## src/pkg/drg_regs.svh

```systemverilog
// Offsets, field positions and reset values of the shared control registers.
// Included by the package users; holds definitions only.
`ifndef DRG_REGS_SVH
`define DRG_REGS_SVH

`define DRG_OFS_ADDR 8'h00
`define DRG_OFS_RST 8'h01
`define DRG_OFS_GCFG 8'h02
`define DRG_OFS_STS 8'h04

`define DRG_BIT_ADDR_SRC 0
`define DRG_ADDR_HI 7
`define DRG_ADDR_LO 1

`define DRG_BIT_RELOAD 2
`define DRG_BIT_RST_FULL 1
`define DRG_BIT_RST_KEEP 0
`define DRG_RST_RSVD_HI 7
`define DRG_RST_RSVD_LO 3

`define DRG_BIT_PORT_OVR 7
`define DRG_BIT_PORT_SEL 6
`define DRG_BIT_OUT_OVR 5
`define DRG_BIT_GCFG_RSVD 4
`define DRG_BIT_OUT_GATE 3
`define DRG_BIT_IDLE_SEL 2

`define DRG_BIT_INIT_DONE 6

`define DRG_RST_ADDR 7'h3D
`define DRG_RST_RSVD 5'h00
`define DRG_RST_PORT_OVR 1'h0
`define DRG_RST_PORT_SEL 1'h0
`define DRG_RST_OUT_OVR 1'h0
`define DRG_RST_GCFG_RSVD 1'h1
`define DRG_RST_OUT_GATE 1'h1
`define DRG_RST_IDLE_SEL 1'h1

`define DRG_LAST_BIT 3'h7

`endif

```

## src/pkg/drg_pkg.sv

```systemverilog
// Types shared by the control register block and its serial bus slave.
// No assumptions beyond a SystemVerilog-2012 compiler.
package drg_pkg;

  typedef struct packed {
    logic wr;
    logic [7:0] addr;
    logic [7:0] wdata;
  } drg_req_s;

  typedef struct packed {
    logic port_sel;
    logic hiz;
    logic low_idle;
  } drg_out_s;

  typedef enum logic [2:0] {
    I2C_IDLE = 3'b000,
    I2C_ADDR = 3'b001,
    I2C_ACK_A = 3'b010,
    I2C_WRITE = 3'b011,
    I2C_ACK_W = 3'b100,
    I2C_READ = 3'b101,
    I2C_ACK_R = 3'b110
  } drg_i2c_e;

  typedef enum logic [1:0] {
    LD_START = 2'b00,
    LD_WAIT = 2'b01,
    LD_DONE = 2'b10
  } drg_ld_e;

endpackage : drg_pkg

```

## src/hdl/drg_i2c_slave.sv

```systemverilog
// Two-wire serial slave: pointer byte then auto-incrementing data bytes.
// Assumes SCL and SDA already synchronous to clk; open-drain SDA low-drive only.
`timescale 1ns/1ns
`include "drg_regs.svh"
module drg_i2c_slave import drg_pkg::*; (
  input wire logic clk,
  input wire logic rst_n,
  input wire logic ce,
  input wire logic soft_rst,
  input wire logic scl_i,
  input wire logic sda_i,
  input wire logic [6:0] own_addr,
  input wire logic [7:0] rdata,
  output drg_req_s req,
  output logic [7:0] rd_addr,
  output logic busy,
  output logic sda_oe_n
);
  drg_i2c_e st_r;
  logic scl_q, sda_q, got8_r, first_r, rw_r, drive_r, wr_r;
  logic [2:0] cnt_r;
  logic [7:0] sh_r, ptr_r, wadr_r, wdata_r;

  wire start_c = scl_i & scl_q & sda_q & ~sda_i;
  wire stop_c = scl_i & scl_q & ~sda_q & sda_i;
  wire rise_c = scl_i & ~scl_q;
  wire fall_c = ~scl_i & scl_q;
  wire last_c = (cnt_r == `DRG_LAST_BIT);

  assign req = '{wr: wr_r, addr: wadr_r, wdata: wdata_r};
  assign rd_addr = ptr_r;
  assign busy = (st_r != I2C_IDLE);
  assign sda_oe_n = ~drive_r;

  always_ff @(posedge clk or negedge rst_n) begin
    if (!rst_n) begin
      st_r <= I2C_IDLE;
      scl_q <= 1'h1;
      sda_q <= 1'h1;
      got8_r <= 1'h0;
      first_r <= 1'h0;
      rw_r <= 1'h0;
      drive_r <= 1'h0;
      wr_r <= 1'h0;
      cnt_r <= 3'h0;
      sh_r <= 8'h00;
      ptr_r <= 8'h00;
      wadr_r <= 8'h00;
      wdata_r <= 8'h00;
    end else if (ce) begin
      scl_q <= scl_i;
      sda_q <= sda_i;
      wr_r <= 1'h0;
      if (soft_rst) begin
        st_r <= I2C_IDLE;
        drive_r <= 1'h0;
        got8_r <= 1'h0;
      end else if (start_c) begin
        st_r <= I2C_ADDR;
        cnt_r <= 3'h0;
        got8_r <= 1'h0;
        drive_r <= 1'h0;
        first_r <= 1'h1;
      end else if (stop_c) begin
        st_r <= I2C_IDLE;
        drive_r <= 1'h0;
      end else begin
        case (st_r)
          I2C_ADDR, I2C_WRITE: begin
            if (rise_c) begin
              sh_r <= {sh_r[6:0], sda_i};
              cnt_r <= 3'(cnt_r + 3'h1);
              got8_r <= last_c;
            end else if (fall_c && got8_r) begin
              got8_r <= 1'h0;
              if (st_r == I2C_ADDR) begin
                // Other addresses: stay off the bus until the next start
                if (sh_r[7:1] == own_addr) begin
                  drive_r <= 1'h1;
                  rw_r <= sh_r[0];
                  st_r <= I2C_ACK_A;
                end else begin
                  st_r <= I2C_IDLE;
                end
              end else begin
                drive_r <= 1'h1;
                st_r <= I2C_ACK_W;
                if (first_r) begin
                  ptr_r <= sh_r;
                  first_r <= 1'h0;
                end else begin
                  wr_r <= 1'h1;
                  wadr_r <= ptr_r;
                  wdata_r <= sh_r;
                  ptr_r <= 8'(ptr_r + 8'h01);
                end
              end
            end
          end
          I2C_ACK_A: begin
            if (fall_c) begin
              cnt_r <= 3'h0;
              if (rw_r) begin
                st_r <= I2C_READ;
                sh_r <= rdata;
                drive_r <= ~rdata[7];
              end else begin
                st_r <= I2C_WRITE;
                drive_r <= 1'h0;
              end
            end
          end
          I2C_ACK_W: begin
            if (fall_c) begin
              drive_r <= 1'h0;
              st_r <= I2C_WRITE;
            end
          end
          I2C_READ: begin
            if (rise_c) begin
              cnt_r <= 3'(cnt_r + 3'h1);
              got8_r <= last_c;
            end else if (fall_c) begin
              if (got8_r) begin
                got8_r <= 1'h0;
                drive_r <= 1'h0;
                st_r <= I2C_ACK_R;
                ptr_r <= 8'(ptr_r + 8'h01);
              end else begin
                sh_r <= {sh_r[6:0], 1'h0};
                drive_r <= ~sh_r[6];
              end
            end
          end
          I2C_ACK_R: begin
            // Master NACK ends the read; a repeated start is still seen
            if (rise_c) begin
              if (sda_i) begin
                st_r <= I2C_IDLE;
              end else begin
                got8_r <= 1'h1;
              end
            end else if (fall_c && got8_r) begin
              got8_r <= 1'h0;
              st_r <= I2C_READ;
              sh_r <= rdata;
              drive_r <= ~rdata[7];
            end
          end
          default: begin
            st_r <= I2C_IDLE;
          end
        endcase
      end
    end
  end

endmodule : drg_i2c_slave

```

## src/hdl/drg_top.sv

```systemverilog
// Shared control registers: own bus address, reset control, general config.
// Assumes pins synchronous to REF_CLK and a ROM loader that pulses done.
// Notes on behaviour
// - Address field always shows active bus address
// - Source bit picks strap or written address
// - Reload bit restarts ROM load, self-clears
// - Init-done status shows reload completion
// - Full reset clears logic and registers
// - Partial reset clears logic, keeps registers
// - Port override picks register select bit
// - Select bit drives mode or shows pin
// - Output override takes gate, idle from registers
// - Idle one, gate zero: outputs high impedance
// - Unlocked with idle zero: outputs driven low
// - Without override, bits mirror the pins
// - Init-done set after power-up ROM load
`timescale 1ns/1ns
`include "drg_regs.svh"
module drg_top import drg_pkg::*; (
  input wire logic REF_CLK,
  input wire logic RESETN,
  input wire logic CLK_EN,
  input wire logic SCL_I,
  input wire logic SDA_I,
  output logic SDA_O,
  output logic SDA_OE_N,
  input wire logic [6:0] ADDRESS_STRAP_PIN,
  input wire logic PORT_SEL_PIN,
  input wire logic PIN_OUTPUT_GATE,
  input wire logic IDLE_STATE_PIN,
  input wire logic LINK_LOCKED,
  input wire logic ROM_LOAD_DONE,
  output logic ROM_LOAD_START,
  output drg_out_s OUT_CTRL
);
  drg_req_s req;
  logic [7:0] rd_addr, rd_data;
  logic i2c_busy;
  logic src_r, port_ovr_r, port_sel_r, out_ovr_r, gcfg_rsv_r, oe_r, oss_r;
  logic [6:0] addr_r;
  logic [4:0] rsv_rst_r;
  logic pend_reload_r, pend_full_r, pend_keep_r, srst_full_r, srst_keep_r;
  logic init_done_r;
  drg_ld_e ld_state_r, ld_nxt;
  drg_out_s out_r, out_nxt;

  wire [7:0] wd = req.wdata;
  wire wr_addr = req.wr && (req.addr == `DRG_OFS_ADDR);
  wire wr_rst = req.wr && (req.addr == `DRG_OFS_RST);
  wire wr_gcfg = req.wr && (req.addr == `DRG_OFS_GCFG);
  wire reg_clr = srst_full_r;
  wire logic_rst = srst_full_r | srst_keep_r;

  wire [6:0] act_addr = src_r ? addr_r : ADDRESS_STRAP_PIN;
  wire port_sel_eff = port_ovr_r ? port_sel_r : PORT_SEL_PIN;
  wire oe_eff = out_ovr_r ? oe_r : PIN_OUTPUT_GATE;
  wire oss_eff = out_ovr_r ? oss_r : IDLE_STATE_PIN;

  // Readback fields in bit order, high to low
  wire [7:0] rd_addr_reg = {act_addr, src_r};
  wire [7:0] rd_rst_reg = {rsv_rst_r, pend_reload_r, pend_full_r, pend_keep_r};
  wire [7:0] rd_gcfg_reg = {port_ovr_r, port_sel_eff, out_ovr_r, gcfg_rsv_r,
                            oe_eff, oss_eff, 2'h0};
  wire [7:0] rd_sts_reg = 8'(init_done_r) << `DRG_BIT_INIT_DONE;

  assign rd_data = (rd_addr == `DRG_OFS_ADDR) ? rd_addr_reg :
                   (rd_addr == `DRG_OFS_RST) ? rd_rst_reg :
                   (rd_addr == `DRG_OFS_GCFG) ? rd_gcfg_reg :
                   (rd_addr == `DRG_OFS_STS) ? rd_sts_reg : 8'h00;

  assign SDA_O = 1'h0;
  assign ROM_LOAD_START = (ld_state_r == LD_START);
  assign OUT_CTRL = out_r;

  // Engine resets with the digital logic; its compare picks up a new address next frame
  drg_i2c_slave u_slave (
    .clk(REF_CLK),
    .rst_n(RESETN),
    .ce(CLK_EN),
    .soft_rst(logic_rst),
    .scl_i(SCL_I),
    .sda_i(SDA_I),
    .own_addr(act_addr),
    .rdata(rd_data),
    .req(req),
    .rd_addr(rd_addr),
    .busy(i2c_busy),
    .sda_oe_n(SDA_OE_N)
  );

  // Register file
  always_ff @(posedge REF_CLK or negedge RESETN) begin
    if (!RESETN) begin
      src_r <= 1'h0;
      addr_r <= `DRG_RST_ADDR;
      rsv_rst_r <= `DRG_RST_RSVD;
      port_ovr_r <= `DRG_RST_PORT_OVR;
      port_sel_r <= `DRG_RST_PORT_SEL;
      out_ovr_r <= `DRG_RST_OUT_OVR;
      gcfg_rsv_r <= `DRG_RST_GCFG_RSVD;
      oe_r <= `DRG_RST_OUT_GATE;
      oss_r <= `DRG_RST_IDLE_SEL;
    end else if (CLK_EN) begin
      if (reg_clr) begin
        src_r <= 1'h0;
        addr_r <= `DRG_RST_ADDR;
        rsv_rst_r <= `DRG_RST_RSVD;
        port_ovr_r <= `DRG_RST_PORT_OVR;
        port_sel_r <= `DRG_RST_PORT_SEL;
        out_ovr_r <= `DRG_RST_OUT_OVR;
        gcfg_rsv_r <= `DRG_RST_GCFG_RSVD;
        oe_r <= `DRG_RST_OUT_GATE;
        oss_r <= `DRG_RST_IDLE_SEL;
      end else begin
        if (wr_addr) begin
          src_r <= wd[`DRG_BIT_ADDR_SRC];
        end
        // Tracking the strap while the source bit is clear; turning override on loads the written address
        if (wr_addr && wd[`DRG_BIT_ADDR_SRC]) begin
          addr_r <= wd[`DRG_ADDR_HI:`DRG_ADDR_LO];
        end else if (!src_r) begin
          addr_r <= ADDRESS_STRAP_PIN;
        end
        if (wr_rst) begin
          rsv_rst_r <= wd[`DRG_RST_RSVD_HI:`DRG_RST_RSVD_LO];
        end
        if (wr_gcfg) begin
          port_ovr_r <= wd[`DRG_BIT_PORT_OVR];
          port_sel_r <= wd[`DRG_BIT_PORT_SEL];
          out_ovr_r <= wd[`DRG_BIT_OUT_OVR];
          gcfg_rsv_r <= wd[`DRG_BIT_GCFG_RSVD];
          oe_r <= wd[`DRG_BIT_OUT_GATE];
          oss_r <= wd[`DRG_BIT_IDLE_SEL];
        end
      end
    end
  end

  // Resets wait for an idle bus so the pending acknowledge is not cut short
  always_ff @(posedge REF_CLK or negedge RESETN) begin
    if (!RESETN) begin
      pend_full_r <= 1'h0;
      pend_keep_r <= 1'h0;
      pend_reload_r <= 1'h0;
      srst_full_r <= 1'h0;
      srst_keep_r <= 1'h0;
    end else if (CLK_EN) begin
      pend_full_r <= (wr_rst & wd[`DRG_BIT_RST_FULL]) | (pend_full_r & i2c_busy);
      pend_keep_r <= (wr_rst & wd[`DRG_BIT_RST_KEEP]) | (pend_keep_r & i2c_busy);
      srst_full_r <= pend_full_r & ~i2c_busy;
      srst_keep_r <= pend_keep_r & ~i2c_busy;
      pend_reload_r <= (wr_rst & wd[`DRG_BIT_RELOAD]) |
                       (pend_reload_r & (ld_state_r != LD_DONE));
    end
  end

  // ROM loader sequencing; both digital resets rerun the power-up load
  always_comb begin
    ld_nxt = ld_state_r;
    case (ld_state_r)
      LD_START: ld_nxt = LD_WAIT;
      LD_WAIT: ld_nxt = ROM_LOAD_DONE ? LD_DONE : LD_WAIT;
      LD_DONE: ld_nxt = pend_reload_r ? LD_START : LD_DONE;
      default: ld_nxt = LD_START;
    endcase
    if (logic_rst) begin
      ld_nxt = LD_START;
    end
  end

  always_ff @(posedge REF_CLK or negedge RESETN) begin
    if (!RESETN) begin
      ld_state_r <= LD_START;
      init_done_r <= 1'h0;
    end else if (CLK_EN) begin
      ld_state_r <= ld_nxt;
      if (ld_state_r == LD_START) begin
        init_done_r <= 1'h0;
      end else if (ld_state_r == LD_WAIT && ROM_LOAD_DONE) begin
        init_done_r <= 1'h1;
      end
    end
  end

  // Parallel output control; other combinations leave the outputs driving data
  always_comb begin
    out_nxt.port_sel = port_sel_eff;
    out_nxt.hiz = oss_eff & ~oe_eff;
    out_nxt.low_idle = ~oss_eff & ~LINK_LOCKED;
  end

  always_ff @(posedge REF_CLK or negedge RESETN) begin
    if (!RESETN) begin
      out_r <= '{port_sel: 1'h0, hiz: 1'h0, low_idle: 1'h0};
    end else if (CLK_EN) begin
      out_r <= out_nxt;
    end
  end
endmodule : drg_top

```

## config.mk

```make
export PLATFORM = sky130hd
export DESIGN_NAME = drg_top
export DESIGN_NICKNAME = d
export VERILOG_FILES = /design/src/pkg/drg_pkg.sv /design/src/hdl/drg_i2c_slave.sv /design/src/hdl/drg_top.sv
export VERILOG_INCLUDE_DIRS = /design/src /design/src/pkg
export SDC_FILE = /design/constraint.sdc
export NUM_CORES = 1
export LEC_CHECK = 0
export BUFFER_PORTS_ARGS = -buffer_cell sky130_fd_sc_hd__buf_2
export CORE_UTILIZATION = 25
export CTS_CLUSTER_SIZE = 12
export DETAILED_ROUTE_END_ITERATION = 10
export SLEW_MARGIN = 0
export SYNTH_ARGS = -nofsm -noshare
export SYNTH_HDL_FRONTEND = slang
export SYNTH_SLANG_ARGS = --single-unit
export TNS_END_PERCENT = 1
```

## constraint.sdc

```tcl
create_clock -name REF_CLK -period 4.9 [get_ports REF_CLK]
set_clock_uncertainty 0.2 [all_clocks]
set_input_delay 0.735 -clock REF_CLK [delete_from_list [all_inputs] [get_ports REF_CLK]]
set_output_delay 0.735 -clock REF_CLK [all_outputs]
set_load 0.1 [all_outputs]
```

==> results.txt, run 1 <==
Detail Route Antenna Nets - 0
Max Cap Viol - 0
maximum clock rate - 0.358 GHz
top cell type by total area after synthesis - dfrtp_1
Post-Route Utilization - 29.3%
Bufs on Longest Clock Path - 2
root buf cell - clkbuf_16
PwrDens - 412 nW/µm²
CP Max Fanout - 19
asr flop ratio synth - 100%
fill cell count - 1767
Rel. slew slack - 31.5%
total track usage - 13.3%
hold_buf cts - 0
post_cts resized - 0
Period minus WS final - 2.79 ns
Vias - 3538
Total Wirelength - 11.0 mm
Leak Pwr - 2.07 nW
GRT Residual Overflow - 0
drt drc - 0
nets - 503
RSZ-0062 raised after global routing - no
hold crit path type - flop to flop
die height - 134 µm
final worst setup slack - 2.11 ns
Site Rows - 47
Cells after Synth - 470
Slew Viols, Final - 0
vias in the first global route - 3427
WP data arrival - 2.83 ns
first-pass iteration count of the detailed router - 5
Seq cells post-synth - 75
DIE AREA - 17900 µm²
Main synth FF type - dfrtp_1
CTS tree - done
final setup TNS - 0 ns
pin count of the biggest net entering global routing - 76
critical path type - flop to flop
Mean Syn Cell Area - 9.24 µm²
Post-synth EDFFs - 0
WL/cell - 15.7 µm
synth warn - 0
CP Capture Type - flop
diode count - 0
Hold Vio Cnt, Final - 0
Initial Utilization - 25.9%
CTS HTree Levels - 3
Worst Path Required - 4.93 ns
share of cells above drive strength 1 - 18.5%
Post-Syn Area - 4340 µm²
measured slew at the worst slew-check pin - 1.02 ns
I/O pins - 23
gp weighted congestion - 0.839
maximum VDD drop - 0.219 mV
Post-DP HPWL - 7.89 mm
first-pass GRT wire length - 18.5 mm
worst skew pair latency - 0.35 ns
dominant cells by area after synthesis - dfrtp_1 37%, mux2_2 8.3%, dfstp_2 6.1%, a21oi_1 5.1%, nand2_1 5.0%
syn nets - 496
final hold slack - 0.286 ns
CTS buffer count - 9
Setup violations, final - 0
PortBufs - 21
sequential fraction of the synthesis area - 43.5%
CTS Sinks - 75
Post-CTS Setup Inserts - 0
post-placement setup slack - 1.86 ns
run status - finished clean
die width - 134 µm
top cell type's share of synthesized area - 37.5%
Power, Total - 0.00203 W
core area - 16800 µm²
1st-iter DRT viols - 344
Vias/cell - 5.04
Cell variety after synth - 61
Final period util - 57.0%
initial antenna violation count - 0
crit path launch type - flop
Area Growth Syn to Fin - 13.1%
Clock Pin Slew Worst Setup and Hold Paths - 0.06 ns
per-stage QoR:
stage / cell area (µm²) / instances
finish: 4910 / 702
global route: 4910 / 702
CTS: 4910 / 702
detailed placement: 4610 / 686
global placement: 4610 / 686
floorplan: 4340 / 470
path summary, 6_finish.rpt:
kind                                      start               to  slack, ns  cells after the start
worst max-delay path            u_slave.st_r[1]  u_slave.sh_r[2]       2.11                      3
worst min-delay path                OUT_CTRL[0]      OUT_CTRL[0]       0.29                      2
worst max register to register  u_slave.st_r[1]  u_slave.sh_r[2]       2.11                      3
worst min register to register      OUT_CTRL[0]      OUT_CTRL[0]       0.29                      2
max in group asynchronous                RESETN  u_slave.st_r[1]       3.53                      1
min in group asynchronous                RESETN          reg_clr       0.34                      1
final cells by class:
class                   count  area, µm²  area share, %
repair buffers             22        115           2.34
flip-flops and latches     75       1890           38.5
clock inverters             5       60.1           1.22
well taps                 220        275           5.60
multi-input cells         349       2250           45.9
clock buffers              11        243           4.94
inverters                  20       75.1           1.53
kinds of logic (layout without fill, tap and decap cells):
family,count (synthesis),after routing,share of synthesized area [%]
xor gates and xnor gates,8,8,1.79
other,1,1,0.0864
adders and majority gates,9,9,2.59
and+or+nand+nor,155,155,17.8
muxes,47,47,12.0
buffers and inverters,46,58,4.55
AOI/OAI and AO/OA,129,129,17.7
DFF,75,75,43.5
placed cells by master, fill, tap and decap left out, drive strengths merged, types with 6 or more instances in the layout:
cell,n
a21oi,44
buf,22
clkbuf,11
dfrtp,65
dfstp,10
ha,9
inv,21
mux2,35
mux2i,12
nand2,58
nand2b,8
nand3,15
nor2,29
nor2b,9
nor3,8
o21ai,46
o22ai,10
xnor2,6
synth_stat cells, types with 2 or more instances:
library cell / number
a21oi_1: 44
a22o_1: 4
a41oi_1: 2
and2_1: 2
and3_1: 3
buf_1: 2
buf_2: 5
buf_4: 3
clkbuf_1: 15
dfrtp_1: 65
dfstp_2: 10
ha_1: 9
inv_1: 19
mux2_1: 2
mux2_2: 32
mux2i_1: 11
nand2_1: 58
nand2b_1: 8
nand3_1: 15
nand3b_1: 3
nand4_1: 4
nor2_1: 29
nor2b_1: 9
nor3_1: 7
nor3b_1: 2
nor4b_1: 2
o2111ai_1: 2
o211ai_1: 4
o21ai_0: 35
o21ai_1: 11
o22ai_1: 10
o2bb2ai_1: 3
o311ai_0: 2
o31ai_1: 2
o32a_1: 2
or2_2: 3
or3_1: 2
xnor2_1: 6
per-layer routing:
layer / part of all wire, % / track usage, % / up-vias
li1: - / - / 1695
met1: 48 / 18.6 / 1734
met2: 45 / 19.9 / 100
met3: 5.1 / 3.02 / 9
met4: 1.6 / 5.24 / 0
met5: 0 / 0 / -
power breakdown:
part | total [W] | internal (W) | switching, W
sequential | 0.000815 | 0.000691 | 0.000124
combinational | 0.000525 | 0.000192 | 0.000333
clock | 0.000686 | 0.000411 | 0.000275
total | 0.00203 | 0.00129 | 0.000732
worst max-delay path, cell delays in order, from the launching register on:
cell and delay, ns:
dfrtp_1 0.70, nand2b_1 0.49, o311ai_2 0.88, mux2_2 0.41
(Power assumes the default switching activity.)
==> run 2, diff against run 1 <==
==> constraint.sdc (replaced) <==
create_clock -name REF_CLK -period 2.3 [get_ports REF_CLK]
set_clock_uncertainty 0.2 [all_clocks]
set_input_delay 0.345 -clock REF_CLK [delete_from_list [all_inputs] [get_ports REF_CLK]]
set_output_delay 0.345 -clock REF_CLK [all_outputs]
set_load 0.1 [all_outputs]
==> run 2 against run 1 <==
  * Critical path depth grew 4
  * Largest power group unchanged
  * Critical path type unchanged
  * Sequential share of layout area shrank 4.3 points
  * The flow now finishes with violations (setup timing)
  * Global-route usage grew 0.81 points
  * First-iteration DRC count shrank 17%
  * Final cell count grew 9.3%
  * Combinational power grew to 2.8 times the previous value
  * Critical endpoint is now u_slave.sh_r[3]
==> results.txt, run 2 (synthesis gave the netlist of run 1 again) <==
Cell Count, Final, Fillers Out - 767 (+9.3%)
DIE AREA - 17900 µm² (unchanged)
crit path launch type - flop
I/O pins - 23 (unchanged)
crit path cell chain - ha_2 > nand3b_1 > nor2_1 > o22ai_1 > nand2_1 > o311ai_4 > mux2_2
DRT met1 WL - 5.56 mm (+5.1%)
die width - 134 µm (unchanged)
hold crit path type - input pin to flop
first-pass GRT wire length - 19.9 mm (+7.4%)
1st-iter DRT viols - 287 (-17%)
nets - 568 (+13%)
GRT Residual Overflow - 0 (unchanged)
Clock Pin Slew Worst Setup and Hold Paths - 0.06 ns (about the same)
Worst Path Required - 2.31 ns (-2.62 ns)
maximum VDD drop - 0.499 mV (+130%)
final worst setup slack - -0.127 ns (-2.23 ns)
met2 routed WL - 5.65 mm (+13%)
Total Wirelength - 12.0 mm (+8.5%)
most common cell after layout, fill and taps aside - dfrtp_1
CP Capture Type - flop
WL/cell - 15.6 µm (-0.67%)
Bufs on Longest Clock Path - 2 (unchanged)
worst path buffer plus inverter count - 0 (unchanged)
Setup violations, final - 23 (+23)
final hold slack - 0.0975 ns (-0.188 ns)
Post-DP HPWL - 8.80 mm (+12%)
pin count of the biggest net entering global routing - 44 (-42%)
first-pass iteration count of the detailed router - 5 (unchanged)
post-placement setup slack - -0.300 ns (-2.15 ns)
post-route cell area - 5540 µm² (+13%)
diode count - 0 (unchanged)
vias in the first global route - 3873 (+13%)
PortBufs - 21 (unchanged)
run status - finished, violations left
Power, Total - 0.00450 W (+120%)
met3 WL - 534 µm (-4.8%)
Max Cap Viol - 0 (unchanged)
commonest non-fill, non-tap cells in the layout - 63 x dfrtp_1, 62 x buf_4, 57 x nand2_1
Area Growth Syn to Fin - 27.6%
initial antenna violation count - 0 (unchanged)
CTS tree - done
Hold Vio Cnt, Final - 0 (unchanged)
Final period util - 106% (+49 points)
Vias - 3788 (+7.1%)
failing checks - setup timing
Crit path max-delay family - simple AND/OR/NAND/NOR gates
root buf cell - clkbuf_16
die height - 134 µm (unchanged)
CTS buffer count - 9 (unchanged)
RSZ-0062 raised after global routing - yes
WP data arrival - 2.44 ns (-0.39 ns)
worst skew pair latency - 0.33 ns (-0.02 ns)
measured slew at the worst slew-check pin - 0.674 ns (-0.349 ns)
CTS HTree Levels - 3 (unchanged)
Post-DP Area - 5100 µm² (+11%)
Site Rows - 47 (unchanged)
total track usage - 14.2% (+0.81 points)
Rel. slew slack - 55.0% (+23 points)
core area - 16800 µm² (unchanged)
Slew Viols, Final - 0 (unchanged)
Top Layer Used - met4
Period minus WS final - 2.43 ns (-0.367 ns)
CP Max Fanout - 8 (-11)
Vias/cell - 4.94 (-2.0%)
CTS Sinks - 75 (unchanged)
Worst path max stage delay - 0.55 ns (-0.33 ns)
placed insts - 744 (+8.5%)
Leak Pwr - 2.41 nW (+17%)
maximum clock rate - 0.412 GHz (+15%)
Initial Utilization - 25.9% (unchanged)
gp weighted congestion - 0.898 (+7.0%)
Detail Route Antenna Nets - 0 (unchanged)
PwrDens - 812 nW/µm² (+97%)
critical path type - flop to flop
drt drc - 0 (unchanged)
Slowest-stage cell, CP - dfstp_2
share of cells above drive strength 1 - 31.1% (+13 points)
[run 2: changes by cell type in the layout (fill, tap and decap cells not counted), sizes merged]
cell / before / now
buf: 22 / 85
clkinv: 2 / 5
clkinvlp: 1 / 0
dlygate4sd3: 0 / 2
inv: 21 / 19
[run 2: power breakdown]
group	total, W	internal, W	switching, W
Clock	0.00137	0.000837	0.000534
Combinational	0.00145	0.000605	0.000843
Sequential	0.00168	0.00148	0.000206
[run 2: layout make-up]
type	count	area, µm²
well taps	220	275
multi-input cells	349	2360
clock inverters	5	53.8
repair buffers	87	646
flip-flops and latches	75	1890
fillers	1711	11200
inverters	20	76.3
clock buffers	11	233
[run 2: layer usage]
| metal | up-vias | GRT usage (%) |
|---|---|---|
| li1 | 1818 | - |
| met3 | 15 | 3.06 |
| met5 | - | 0 |
| met4 | 0 | 4.99 |
| met2 | 93 | 22.9 |
| met1 | 1862 | 18.6 |
[run 2: what timing repair did]
item,CTS,global route
setup buffers,4,1
gates resized for setup,11,9
pin swaps,7,2
cloned,0,0
endpoints found under the hold margin,33,0
setup endpoints to repair,47,50
hold buffers,2,0
[run 2: worst paths after layout]
check	from	endpoint	slack, ns	cells past startpoint
hold / removal	SCL_I	u_slave.scl_q	0.1	3
setup reg to reg	u_slave.scl_q	u_slave.sh_r[3]	-0.13	7
min in group asynchronous	RESETN	OUT_CTRL[1]	0.36	2
max in group asynchronous	RESETN	u_slave.sh_r[7]	0.94	3
hold reg to reg	addr_r[6]	addr_r[6]	0.29	1
setup / recovery	u_slave.scl_q	u_slave.sh_r[3]	-0.13	7
[run 2: worst min-delay path, cell delays in order]
cell and delay (ns):
buf_2 0.13, nand2_1 0.05, o21ai_0 0.08
[run 2: through the flow]
step	setup TNS, ns	util (%)
2_1_floorplan	-0.0152	-
3_3_place_gp	-3.25	30.4
3_5_place_dp	-5.95	30.4
4_1_cts	-0.242	32.7
5_1_grt	-2.83	33.0
6_report	-1.51	33.0
==> run 3, diff against run 2 <==
--- a/config.mk
+++ b/config.mk
@@ -6,6 +6,7 @@
 export SDC_FILE = /design/constraint.sdc
 export NUM_CORES = 1
 export LEC_CHECK = 0
+export ABC_AREA = 1
 export BUFFER_PORTS_ARGS = -buffer_cell sky130_fd_sc_hd__buf_2
 export CORE_UTILIZATION = 25
 export CTS_CLUSTER_SIZE = 12
==> run 3 against run 2 <==
  * The run now ends clean
  * Fmax increased by 15%
  * Combinational power decreased by 15%
  * Flip-flop and latch count unchanged
  * Non-clock buffer count decreased by 42
  * Final cell count increased by 19%
  * Sequential share of layout area increased by 1.3 points
  * Total power increased by 0.93%
  * Critical path type unchanged
==> results.txt, run 3 <==
run status - finished clean
die height - 136 µm (+1.6%)
maximum VDD drop - 0.489 mV (-2.0%)
Seq cells post-synth - 75 (unchanged)
1st-iter DRT viols - 345 (+20%)
R2R Path End - u_slave.sh_r[4]
gp weighted congestion - 0.882 (-1.7%)
Site Rows - 48 (+2.1%)
Power, Total - 0.00454 W (+0.93%)
measured slew at the worst slew-check pin - 0.583 ns (-0.0911 ns)
CTS HTree Levels - 3 (unchanged)
Vias - 4236 (+12%)
commonest non-fill, non-tap cells in the layout - 206 x nand2_1, 79 x inv_1, 71 x o21ai_0
Slew Viols, Final - 0 (unchanged)
crit path cell chain - ha_1 > nand2_1 > o21ai_0 > nand2_1 > nor2_2 > inv_1 > a21oi_1 > a21oi_1
final setup TNS - 0 ns (+1.51 ns)
crit path launch type - flop
drt drc - 0 (unchanged)
Post-synth EDFFs - 0 (unchanged)
Post-synth top cells - 206 x nand2_1, 79 x inv_1, 71 x o21ai_0, 65 x dfrtp_1, 51 x nand3_1
Switching Fraction - 36.4% (+1.2 points)
synth warn - 0 (unchanged)
I/O pins - 23 (unchanged)
Post-DP HPWL - 9.36 mm (+6.3%)
part of the power in registers - 39.0% (+1.6 points)
die width - 136 µm (+1.6%)
CP Capture Type - flop
worst hold path stage count - 3 (unchanged)
Period minus WS final - 2.11 ns (-0.317 ns)
Cells after Synth - 643 (+37%)
Rel. slew slack - 61.1% (+6.2 points)
clock power share - 33.9% (+3.4 points)
PwrDens - 853 nW/µm² (+5.0%)
dominant cells by area after synthesis - dfrtp_1 36%, nand2_1 17%, o21ai_0 7.9%, inv_1 6.6%, dfstp_2 5.9%
nets - 711 (+25%)
Total Wirelength - 12.5 mm (+4.7%)
first-pass iteration count of the detailed router - 5 (unchanged)
first-pass GRT wire length - 20.8 mm (+4.8%)
hold_sp - SCL_I
reg2reg setup slack - 0.19 ns (+0.32 ns)
total track usage - 14.5% (+0.34 points)
CTS Sinks - 75 (unchanged)
Hold Vio Cnt, Final - 0 (unchanged)
top cell type's share of synthesized area - 36.3% (-1.2 points)
leading cell type by number of instances after synthesis - nand2_1
Post-Syn Area - 4480 µm² (+3.2%)
CTS buffer count - 9 (unchanged)
DIE AREA - 18500 µm² (+3.1%)
reg-to-reg critical path startpoint - u_slave.scl_q
asr flop ratio synth - 100% (unchanged)
Final period util - 91.7% (-14 points)
core area - 17400 µm² (+3.9%)
Slowest-stage cell, CP - dfstp_2
most common cell after layout, fill and taps aside - nand2_1
hold crit path type - input pin to flop
Clock Pin Slew Worst Setup and Hold Paths - 0.07 ns (about the same)
root buf cell - clkbuf_16
diode count - 0 (unchanged)
WP data arrival - 2.14 ns (-0.30 ns)
Mean Syn Cell Area - 6.97 µm² (-25%)
Vias/cell - 4.63 (-6.3%)
Reg2Reg Depth - 8 (+1)
worst skew pair latency - 0.35 ns (+0.02 ns)
WL/cell - 13.7 µm (-12%)
sequential fraction of the synthesis area - 42.2% (-1.3 points)
Post-Route Utilization - 30.6% (-2.5 points)
Cell variety after synth - 38 (-38%)
Bufs on Longest Clock Path - 2 (unchanged)
RSZ-0062 raised after global routing - no
combinational share of power - 27.1% (-5.1 points)
NetSw - 0.00165 W (+4.4%)
GRT Residual Overflow - 0 (unchanged)
PortBufs - 21 (unchanged)
Worst path max stage delay - 0.54 ns (about the same)
Worst Path Required - 2.33 ns (+0.02 ns)
Initial Utilization - 25.7% (-0.19 points)
initial antenna violation count - 0 (unchanged)
Area Growth Syn to Fin - 18.9%
CP Max Fanout - 4 (-4)
Detail Route Antenna Nets - 0 (unchanged)
worst hold endpoint - u_slave.scl_q
critical path type - flop to flop
syn nets - 669 (+35%)
maximum clock rate - 0.474 GHz (+15%)
CTS tree - done
Setup violations, final - 0 (-100%)
Max Cap Viol - 0 (unchanged)
Leak Pwr - 2.70 nW (+12%)
vias in the first global route - 4028 (+4.0%)
Cell Int Power - 0.00289 W (-0.96%)
top cell type by total area after synthesis - dfrtp_1
Post-CTS Setup Inserts - 0 (-4)
pin count of the biggest net entering global routing - 44 (unchanged)
Main synth FF type - dfrtp_1
share of cells above drive strength 1 - 13.3% (-18 points)
## run 3: cell types whose count changed in the layout (fill, tap and decap cells not counted), moves of 8 or more
cell | before | now
mux2i_1 | 10 | 0
nor2_1 | 28 | 47
nand2b_1 | 8 | 0
o21ai_0 | 34 | 71
buf_4 | 62 | 21
a21oi_1 | 43 | 24
inv_1 | 18 | 79
mux2_2 | 32 | 1
nand2_1 | 57 | 206
nor2b_1 | 9 | 0
nand3_1 | 15 | 51
## run 3: layout make-up
cell class,instances,area (µm²)
Clock buffer,9,225
Clock inverter,7,92.6
Fill cell,1914,12100
Inverter,85,320
Multi-Input combinational cell,469,2200
Sequential cell,75,1890
Tap cell,225,282
Timing Repair Buffer,45,318
## run 3: kinds of logic (layout without fill, tap and decap cells)
family | after synthesis | in the layout | share of synthesized area (%)
AOI/OAI and AO/OA | 120 | 120 | 14.3
xor gates and xnor gates | 3 | 3 | 0.587
adders and majority gates | 9 | 9 | 2.51
buffers and inverters | 99 | 146 | 8.83
DFF | 75 | 75 | 42.2
muxes | 1 | 1 | 0.251
other | 1 | 1 | 0.0837
and+or+nand+nor | 335 | 335 | 31.3
## run 3: power groups by stage
stage               logic [W]  clock network (W)  registers (W)
floorplan            0.000848                  0        0.00174
global placement      0.00122                  0        0.00179
detailed placement    0.00123                  0        0.00178
CTS                   0.00124            0.00156        0.00177
global route          0.00140            0.00162        0.00180
finish                0.00123            0.00154        0.00177
## run 3: layer usage
metal,wire (µm),GRT usage (%)
met3,651,3.50
met1,6280,20.7
met2,5490,22.3
met5,0,0
met4,115,2.47
## run 3: timing repair
action,CTS,global route
gates resized for setup,0,1
hold buffers,2,0
hold endpoints to repair,34,0
setup endpoints to repair,0,4
## run 3: critical path: cells and delay by family (launching register included)
| kind | cells | cell delay [ns] |
|---|---|---|
| DFF | 1 | 0.54 |
| AOI/OAI and AO/OA | 3 | 0.49 |
| and+or+nand+nor | 3 | 0.43 |
| adders and majority gates | 1 | 0.21 |
| buffers and inverters | 1 | 0.11 |
## run 3: through the flow
stage	hold WS (ns)	cells	worst slack (ns)	area, µm²
finish	0.0485	915	0.190	5330
global route	0.0783	915	0.0233	5330
CTS	0.0442	915	0.166	5320
detailed placement	0.193	897	0.136	4990
global placement	0.190	897	0.161	4990
floorplan	-0.151	643	0.299	4480
## run 3: worst max path at each step
stage	startpoint	endpoint	slack (ns)	cells past startpoint
6_report	u_slave.scl_q	u_slave.sh_r[4]	0.19	8
5_1_grt	u_slave.scl_q	u_slave.sh_r[5]	0.02	8
4_1_cts	u_slave.scl_q	u_slave.rd_addr[3]	0.17	8
3_5_place_dp	SCL_I	u_slave.sh_r[5]	0.14	12
3_3_place_gp	SCL_I	u_slave.sh_r[5]	0.16	12
2_1_floorplan	ld_state_r[1]	init_done_r	0.30	4
